File: config.mk
export PLATFORM = sky130hd
export DESIGN_NAME = status_byte_srq
export DESIGN_NICKNAME = d
export VERILOG_FILES = /design/src/pkg/status_byte_pkg.sv /design/src/logic/summary_gate.sv /design/src/logic/status_byte_srq.sv
export VERILOG_INCLUDE_DIRS = /design/src /design/src/pkg
export SDC_FILE = /design/constraint.sdc
export NUM_CORES = 1
export LEC_CHECK = 0
export BUFFER_PORTS_ARGS = -buffer_cell sky130_fd_sc_hd__buf_2
export CORE_ASPECT_RATIO = 1.25
export CORE_MARGIN = 3
export CORE_UTILIZATION = 36
export CTS_BUF_LIST = sky130_fd_sc_hd__clkbuf_4 sky130_fd_sc_hd__clkbuf_8 sky130_fd_sc_hd__clkbuf_16
export CTS_CLUSTER_SIZE = 16
export DETAILED_ROUTE_END_ITERATION = 8
export GPL_TIMING_DRIVEN = 1
export PLACE_DENSITY = 0.91
export RECOVER_POWER = 100
export SLEW_MARGIN = 20
export SYNTH_ARGS = -nofsm -noshare
export SYNTH_HDL_FRONTEND = slang
export SYNTH_SLANG_ARGS = --single-unit
export TNS_END_PERCENT = 100
File: constraint.sdc
create_clock -name clk_sys -period 2.8 [get_ports clk_sys]
set_input_delay 0 -clock clk_sys [delete_from_list [all_inputs] [get_ports clk_sys]]
set_output_delay 0 -clock clk_sys [all_outputs]
set_load 0.05 [all_outputs]
File: src/pkg/status_byte_cfg.svh
// Constants for the status byte and service request block
// ****************************************************************
// ****************************************************************
`ifndef STATUS_BYTE_CFG_SVH
`define STATUS_BYTE_CFG_SVH

`define SB_WIDTH        8
`define SB_BIT_MEAS     0
`define SB_BIT_ERR      2
`define SB_BIT_QUES     3
`define SB_BIT_OUT      4
`define SB_BIT_STD_EVT  5
`define SB_BIT_SUMMARY  6
`define SB_BIT_OPER     7
`define SB_MASK_RESET   8'h00
`define SB_MASK_USED    8'hbf

`endif

File: src/pkg/status_byte_pkg.sv
// Types shared by the status byte logic
package status_byte_pkg;
	typedef logic [7:0] sb_byte_t;
	typedef enum logic [1:0] {
		RD_IDLE,
		RD_QUERY,
		RD_POLL
	} sb_read_t;
endpackage

File: src/logic/summary_gate.sv
// One lower status set summary: event bits gated by enable bits and ORed
module summary_gate #(
	parameter int WIDTH = 16
) (
	input  wire logic [WIDTH-1:0] event_bits,
	input  wire logic [WIDTH-1:0] enable_bits,
	output logic                  summary
);
	// A masked event cannot reach the status byte
	assign summary = |(event_bits & enable_bits);
endmodule // summary_gate

File: src/logic/status_byte_srq.sv
// Status byte, service request mask, master summary and SRQ generation
`include "status_byte_cfg.svh"
module status_byte_srq
	import status_byte_pkg::*;
#(
	parameter int EV_WIDTH = 16
) (
	input  wire logic                clk_sys,
	input  wire logic                rst,
	// Lower register sets feeding bits 0, 3, 5 and 7
	input  wire logic [EV_WIDTH-1:0] meas_event,
	input  wire logic [EV_WIDTH-1:0] meas_enable,
	input  wire logic [EV_WIDTH-1:0] ques_event,
	input  wire logic [EV_WIDTH-1:0] ques_enable,
	input  wire logic [7:0]          std_event,
	input  wire logic [7:0]          std_enable,
	input  wire logic [EV_WIDTH-1:0] oper_event,
	input  wire logic [EV_WIDTH-1:0] oper_enable,
	// Queue occupancy levels
	input  wire logic                out_queue_not_empty,
	input  wire logic                err_queue_not_empty,
	// Command strobes from the command parser
	input  wire logic                clear_status,
	input  wire logic                mask_write,
	input  wire logic [7:0]          mask_wdata,
	input  wire logic                stb_query,
	input  wire logic                serial_poll,
	// Results
	output logic [7:0]               service_request_mask,
	output logic [7:0]               query_byte_ff,
	output logic                     query_valid_ff,
	output logic [7:0]               poll_byte_ff,
	output logic                     poll_valid_ff,
	output logic                     srq_out_n,
	output logic                     srq_oe_n,
	output logic                     master_summary_bit,
	output logic                     request_service_bit
);
	// ****************************************************************
	// Summary messages
	// ****************************************************************
	localparam sb_byte_t MASK_USED = `SB_MASK_USED;

	logic                meas_sum;
	logic                ques_sum;
	logic                oper_sum;
	logic                std_event_summary_bit;
	logic                output_pending_bit;
	logic                error_pending_bit;
	logic [EV_WIDTH-1:0] set_event [3];
	logic [EV_WIDTH-1:0] set_enable [3];
	logic [2:0]          set_sum;
	sb_byte_t            summary_byte;
	sb_byte_t            service_status_byte;
	sb_byte_t            poll_status_byte;
	sb_byte_t            enabled_bits;
	sb_byte_t            bit_rise;
	sb_byte_t            mask_ff;
	sb_byte_t            nxt_mask;
	sb_byte_t            prev_enabled_ff;
	sb_byte_t            nxt_prev_enabled;
	logic                request_ff;
	logic                nxt_request;
	logic                request_drop;
	logic                rise_seen;
	logic                out_hold_ff;
	logic                nxt_out_hold;

	// Wide lower sets share one gate shape: 0 measurement, 1 questionable, 2 operation
	assign set_event[0]  = meas_event;
	assign set_enable[0] = meas_enable;
	assign set_event[1]  = ques_event;
	assign set_enable[1] = ques_enable;
	assign set_event[2]  = oper_event;
	assign set_enable[2] = oper_enable;

	generate
		for (genvar g = 0; g < 3; g++) begin : g_set
			summary_gate #(.WIDTH(EV_WIDTH)) u_gate (
				.event_bits  (set_event[g]),
				.enable_bits (set_enable[g]),
				.summary     (set_sum[g])
			);
		end
	endgenerate

	assign meas_sum = set_sum[0];
	assign ques_sum = set_sum[1];
	assign oper_sum = set_sum[2];
	// Standard event register clears on its own read, so its summary drops too
	summary_gate #(.WIDTH(8)) u_std (
		.event_bits  (std_event),
		.enable_bits (std_enable),
		.summary     (std_event_summary_bit)
	);

	// Queue bits are plain levels of occupancy
	assign output_pending_bit = out_queue_not_empty;
	assign error_pending_bit  = err_queue_not_empty;

	// ****************************************************************
	// Status byte assembly
	// ****************************************************************
	// Summary bits are not latched; they track the sources directly, except bit 4, which is also gated by the registered out_hold_ff
	always_comb begin
		summary_byte = 8'h00;
		summary_byte[`SB_BIT_MEAS] = meas_sum;
		summary_byte[`SB_BIT_ERR]  = error_pending_bit;
		summary_byte[`SB_BIT_QUES] = ques_sum;
		summary_byte[`SB_BIT_OUT]  = output_pending_bit & out_hold_ff;
		summary_byte[`SB_BIT_STD_EVT] = std_event_summary_bit;
		summary_byte[`SB_BIT_OPER] = oper_sum;
	end

	// Per status bit: mask gating and a rising edge against the edge memory.
	// Bit 6 of the mask never participates; the summary slot is always zero anyway
	generate
		for (genvar b = 0; b < `SB_WIDTH; b++) begin : g_bit
			assign enabled_bits[b] = summary_byte[b] & mask_ff[b] & MASK_USED[b];
			assign bit_rise[b]     = enabled_bits[b] & ~prev_enabled_ff[b];
		end
	endgenerate

	// Master summary stays up while any enabled summary bit is up, polls or not
	assign master_summary_bit = |enabled_bits;
	assign rise_seen          = |bit_rise;

	// ****************************************************************
	// Service request enable mask
	// ****************************************************************
	// A write of zero naturally clears it; bit 6 is stored as zero
	assign nxt_mask = mask_write ? (mask_wdata & `SB_MASK_USED) : mask_ff;
	assign service_request_mask = mask_ff;

	always_ff @(posedge clk_sys) begin
		if (rst) begin
			mask_ff <= `SB_MASK_RESET;
		end else begin
			mask_ff <= nxt_mask;
		end
	end

	// ****************************************************************
	// Request-for-service bit
	// ****************************************************************
	// Poll or clear-status wins over a same-cycle edge. After clear-status that
	// edge is consumed; after a poll the emptied memory lets it request again.
	assign request_drop = serial_poll | clear_status;
	assign nxt_request  = request_drop ? 1'b0 :
		(rise_seen ? 1'b1 : request_ff);

	// Edge memory resets after a poll so a standing event can request again
	assign nxt_prev_enabled = serial_poll ? 8'h00 : enabled_bits;

	always_ff @(posedge clk_sys) begin
		if (rst) begin
			request_ff      <= 1'b0;
			prev_enabled_ff <= 8'h00;
		end else begin
			request_ff      <= nxt_request;
			prev_enabled_ff <= nxt_prev_enabled;
		end
	end
	assign request_service_bit = request_ff;

	// ****************************************************************
	// Status byte images
	// ****************************************************************
	// Query image carries the master summary in bit 6, poll image the request
	assign service_status_byte = summary_byte | {1'b0, master_summary_bit, 6'h00};
	assign poll_status_byte    = summary_byte | {1'b0, request_ff, 6'h00};

	// ****************************************************************
	// Output-pending hold across clear-status
	// ****************************************************************
	// Clear-status hides output-pending until the queue next goes empty;
	// either behaviour is permitted, and showing matches power-up.
	assign nxt_out_hold = clear_status ? 1'b0 :
		(~out_queue_not_empty ? 1'b1 : out_hold_ff);

	always_ff @(posedge clk_sys) begin
		if (rst) begin
			out_hold_ff <= 1'b1;
		end else begin
			out_hold_ff <= nxt_out_hold;
		end
	end

	// ****************************************************************
	// Readout of the status byte
	// ****************************************************************
	// Query shows master summary in bit 6 and changes nothing
	always_ff @(posedge clk_sys) begin
		if (rst) begin
			query_byte_ff  <= 8'h00;
			query_valid_ff <= 1'b0;
		end else begin
			query_valid_ff <= stb_query;
			if (stb_query) begin
				query_byte_ff <= service_status_byte;
			end
		end
	end

	// Poll shows the request bit as it stood before the poll clears it
	always_ff @(posedge clk_sys) begin
		if (rst) begin
			poll_byte_ff  <= 8'h00;
			poll_valid_ff <= 1'b0;
		end else begin
			poll_valid_ff <= serial_poll;
			if (serial_poll) begin
				poll_byte_ff <= poll_status_byte;
			end
		end
	end

	// ****************************************************************
	// SRQ line
	// ****************************************************************
	// Open drain: pull low only while requesting, enable low means driving
	assign srq_out_n = 1'b0;
	assign srq_oe_n  = ~request_ff;
endmodule // status_byte_srq

# [After elaboration in Yosys (flattened, before gate mapping)]
# Cells that the tools add are included.
[totals] regBits=33 latchBits=0 ramBits=0 mem_bits_ro=0 input_bits=128 elab_cells=46 mem_count=0
[classes] n_addsub=0 n_mul=0 div=0 order_cmp=0 n_eq_ne=1 shift=0 mux=2 bitwise_logic=27 n_reduce_logical=8
[ops] cell="bitwise AND 16 bit" n=3
[ops] cell="OR reduction 16 bit" n=3
[ops] cell="bitwise OR 8 x 7 -> 8 bit" n=2
[ops] cell="bitwise AND 1 bit" n=13
[ops] cell="OR reduction 6 bit" n=2
[ops] cell="bitwise AND 8 bit" n=1
[ops] cell="OR reduction 8 bit" n=1
[ops] cell="inverter 1 bit" n=7
[ops] cell="OR reduction 2 bit" n=2
[ops] cell="2-to-1 mux 1 bit" n=2
[ops] cell="!= test 2 x 1 -> 1 bit (second input constant)" n=1
[ops] cell="bitwise OR 1 bit" n=1

# [Longest topological paths before layout]
[logic_depth] depth_word=5 ltp_mapped=5

# [Modules after synthesis]
# From an unflattened synthesis, not the netlist that was laid out.
[hier_totals] hier_cells=148 area_unflattened_um2=1481.4
[modules_own_cells] mod="status_byte_srq" instances=1 cells_each=116 area_per_inst_um2=1141.1 seq_area_each_um2=620.6
[modules_own_cells] mod="summary_gate (g_set[0].u_gate ...)" instances=3 cells_each=9 area_per_inst_um2=101.3 seq_area_each_um2=0.0
[modules_own_cells] mod="summary_gate (u_std)" instances=1 cells_each=5 area_per_inst_um2=36.3 seq_area_each_um2=0.0

# [Least setup slack after synthesis]
# No wires, ideal clock.
[synth_path] kind="flip-flop to flip-flop" startpoint="register, netlist name request_service_bit" endpoint="register request_ff, in the netlist request_service_bit" arrival_ns=1.557 required_ns=2.709 setup_slack_ns=1.152 path_stages_with_launch=6 cell_sequence="dfxtp_1 -> inv_1 -> o221ai_1 -> o21bai_1 -> a31oi_1 -> a311oi_1"
[synth_lines] item="end signal, assigned" line_no="status_byte_srq.sv:160" rtl="request_ff <= nxt_request;"
[synth_lines] item="end, declared" line_no="status_byte_srq.sv:62" rtl="logic request_ff;"

# [Worst setup path in the final report]
[layout_path] startpoint="register out_hold_ff" endpoint="output port master_summary_bit"
[layout_via] elab_chain_len=3
[layout_lines] item="start, declared" line_no="status_byte_srq.sv:66" rtl="logic out_hold_ff;"
[layout_lines] item="start signal, assigned" line_no="status_byte_srq.sv:185" rtl="out_hold_ff <= nxt_out_hold;"
[layout_lines] item="bitwise AND 1 bit" line_no="status_byte_srq.sv:110" rtl="summary_byte[`SB_BIT_OUT] = output_pending_bit & out_hold_ff;"
[layout_lines] item="bitwise AND 1 bit" line_no="status_byte_srq.sv:119" rtl="assign enabled_bits[b] = summary_byte[b] & mask_ff[b] & MASK_USED[b];"
[layout_lines] item="OR reduction 6 bit" line_no="status_byte_srq.sv:125" rtl="assign master_summary_bit = |enabled_bits;"
[layout_lines] item="end, declared" line_no="status_byte_srq.sv:36" rtl="output logic master_summary_bit,"
# Every way passes these cells.

==> results by group <==
Floorplanning
  – Die ar.: 0.004728 mm^2
  – Die height: 76.13 um
  – Die X-Extent: 62.10 um
  – Initial Utilization: 38.98%
  – Core footprint: 0.003633 mm^2
  – Io pins: 158
  – FP Rows: 24

Power
  – Flop pwr share: 42.4%
  – Tot Pwr: 1.136 mW
  – IR drop worst, VDD: 0.2704 mV
  – Static Leak: 1.159 nW
  – Power share of the combinational group: 27.7%
  – Sw Pwr: 349.6 uW
  – PwrDens: 485.2 mW/mm^2
  – Int Power: 786.8 uW
  – Clock share of power: 30.0%
  – Switching share of power: 30.77%

Placed design
  – Post-DP Area: 0.002200 mm^2
  – Dpl hpwl: 4227 um
  – IO Port Bufs: 152
  – Routability cong.: 0.8494

Logic synthesis
  – #FFs+latches synth: 31
  – Simple-gate share of the synthesized area: 14.58%
  – Synth Instances: 144
  – Synthesized cell area: 0.001416 mm^2
  – Synth warn: 0
  – Sequential area share after synthesis: 43.82%
  – Yosys top cell area share: 43.82%
  – Yosys cell types: 27
  – Top post-synthesis cells by count: dfxtp_1, nor2_1, a22o_1, mux2i_1, a221oi_1
  – Top FF cell, synth: dfxtp_1
  – Async SR Flop Fraction: 0%
  – Largest family of logic cells by synthesized area: compound AO/OA/AOI/OAI gates
  – XOR/XNOR Fraction of Synth Area: 0%
  – Largest area contributor in the netlist: dfxtp_1
  – Synthesized area per cell: 9.836 um^2
  – EDFF count, synth: 0
  – Adder-cell share of the synthesized area: 0%
  – Count leader, synth: dfxtp_1
  – Mux share of post-synthesis cell area: 9.894%
  – Synth Area in Compound Gates: 27.12%
  – Synth area leaders: dfxtp_1, a22o_1, mux2i_1, a221oi_1, nor2_1

Drt
  – Antenna viol nets, final: 0
  – WL final: 5233 um
  – Vias per cell: 4.992
  – Wire per inst: 14.66 um
  – Routed via count: 1782
  – WL met2: 2717 um
  – Drt pass-1 iters: 4
  – Highest Signal Layer: met4
  – Metal3 WL: 447 um
  – Drc violations: 0
  – 1st-iter DRT viols: 51
  – DRT met1 WL: 1952 um

Finish
  – Share of cells above drive strength 1: 43.61%
  – Syn-to-layout area delta: 65.37%
  – Nets@finish: 433
  – Final Util: 64.46%
  – Finished Cell Area: 0.002342 mm^2
  – Antenna fix cells: 0

Global routing
  – All-Layer GR Usage: 21.47%
  – Number of global-route vias before repair: 1789
  – First-pass GRT wire length: 8086 um
  – Largest net degree at the start of global routing: 23
  – Congestion Overflow GR: 0
  – Initial antenna violation count: 0

STA
  – Clk_skew: 0.002270 ns
  – Fmax: 0.6149 GHz
  – Post-route setup TNS: 0 ns
  – Final hold slack: 0.02820 ns
  – RSZ-0062 raised after global routing: false
  – Post-layout min period: 1.626 ns
  – Final Cycle Share: 58.08%
  – Worst-Margin Slew: 0.9946 ns
  – Fin. max-slew vios: 0
  – Final Hold Violating Endpoints: 0
  – Final setup viols: 0
  – Slew HR: 33.69%

CTS
  – CTS buffer count: 5
  – Worst skew pair latency: 0.27 ns
  – Post-CTS Repair Setup Buffers: 0
  – CTS max path bufs: 2
  – TritonCTS sink count: 31
  – CTS HTree Levels: 2
  – Root buffer cell: clkbuf_8
  – CTS tree: done
  – Clock transition at the registers of the reported paths: 0.06 ns

Setup path
  – Crit. End Element: output port
  – Worst EP required: 2.80 ns
  – WP data arrival: 1.63 ns
  – Setup CP Type: flop to output port
  – Critical path peak fanout: 4
  – Worst Setup Start Kind: flop

Status
  – Status: finished clean

Worst hold path
  – Hold Crit Class: primary input to flop

Flow run
  – Max cap viols: 0
-- routing by layer --
metal / global-route usage [%] / up-vias
met3: 7.227 / 10
li1: - / 865
met5: 0 / -
met2: 37.82 / 98
met1: 22.92 / 809
met4: 9.956 / 0
-- sequential cells by signal, summed over array words and instances (netlist names) --
| name | count |
|---|---|
| out_hold_ff | 1 |
| poll_byte_ff | 7 |
| poll_valid_ff | 1 |
| prev_enabled_ff | 6 |
| query_byte_ff | 7 |
| query_valid_ff | 1 |
| request_service_bit | 1 |
| service_request_mask | 7 |
-- logic make-up after synthesis --
group	count (synthesis)
AO/OA/AOI/OAI	43
buffers and inverters	12
flip-flops	31
multiplexers	14
other	1
AND/OR/NAND/NOR	43
-- area by class of cell --
class	count	area (um^2)
sequential	31	620.6
clock inverter	1	5.005
multi-input combinational	104	745.7
timing repair buffer	161	815.8
tap	52	65.06
fill	331	1291
inverter	2	7.507
clock buffer	6	82.58
-- cells in the final DEF (no fill, tap or decap), types with 2 or more instances in the layout --
master | synthesis | layout
clkbuf_8 | 0 | 6
a22o_1 | 19 | 19
inv_1 | 2 | 2
nor2b_1 | 3 | 3
dfxtp_1 | 31 | 31
nand3b_1 | 2 | 2
nor2_1 | 21 | 21
nand2_1 | 4 | 4
dlygate4sd3_1 | 0 | 9
a221oi_1 | 12 | 12
clkbuf_1 | 4 | 28
nand4_1 | 5 | 5
o21bai_1 | 3 | 3
a21oi_1 | 3 | 3
mux2i_1 | 14 | 14
nand3_1 | 3 | 3
conb_1 | 1 | 4
nand2b_1 | 2 | 2
a31oi_1 | 2 | 2
buf_2 | 1 | 124
-- metrics by stage --
stage,instances,worst slack [ns]
finish,357,1.174
global route,357,1.066
CTS,357,1.405
detailed placement,341,1.414
global placement,341,1.429
floorplan,147,1.152
-- worst paths after layout --
| check | from | endpoint | slack (ns) | cells after the start |
|---|---|---|---|---|
| worst max-delay path | out_hold_ff | master_summary_bit | 1.17 | 4 |
| worst min-delay path | out_queue_not_empty | query_byte_ff[4] | 0.03 | 3 |
| worst max register to register | out_hold_ff | request_service_bit | 1.47 | 5 |
| worst min register to register | query_byte_ff[4] | query_byte_ff[4] | 0.47 | 2 |
-- worst max-delay path, stage by stage (launching register included) --
cell	delay, ns
dfxtp_1	0.39
nand3_1	0.17
and3_1	0.22
nand4_1	0.09
clkbuf_1	0.48
-- what timing repair did --
item	in CTS	in global routing
endpoints found under the hold margin	10	0
gates resized for setup	0	0
endpoints found under the setup margin	0	0
hold buffers	9	0
-- power groups by stage --
stage	clock [mW]	sequential, mW	combinational [mW]
after floorplan	0	0.565	0.111
after global placement	0	0.488	0.306
after CTS	0.354	0.480	0.322
after detailed placement	0	0.490	0.312
final	0.340	0.481	0.315
after global routing	0.375	0.484	0.338
Power figures use the tool's default switching activity.
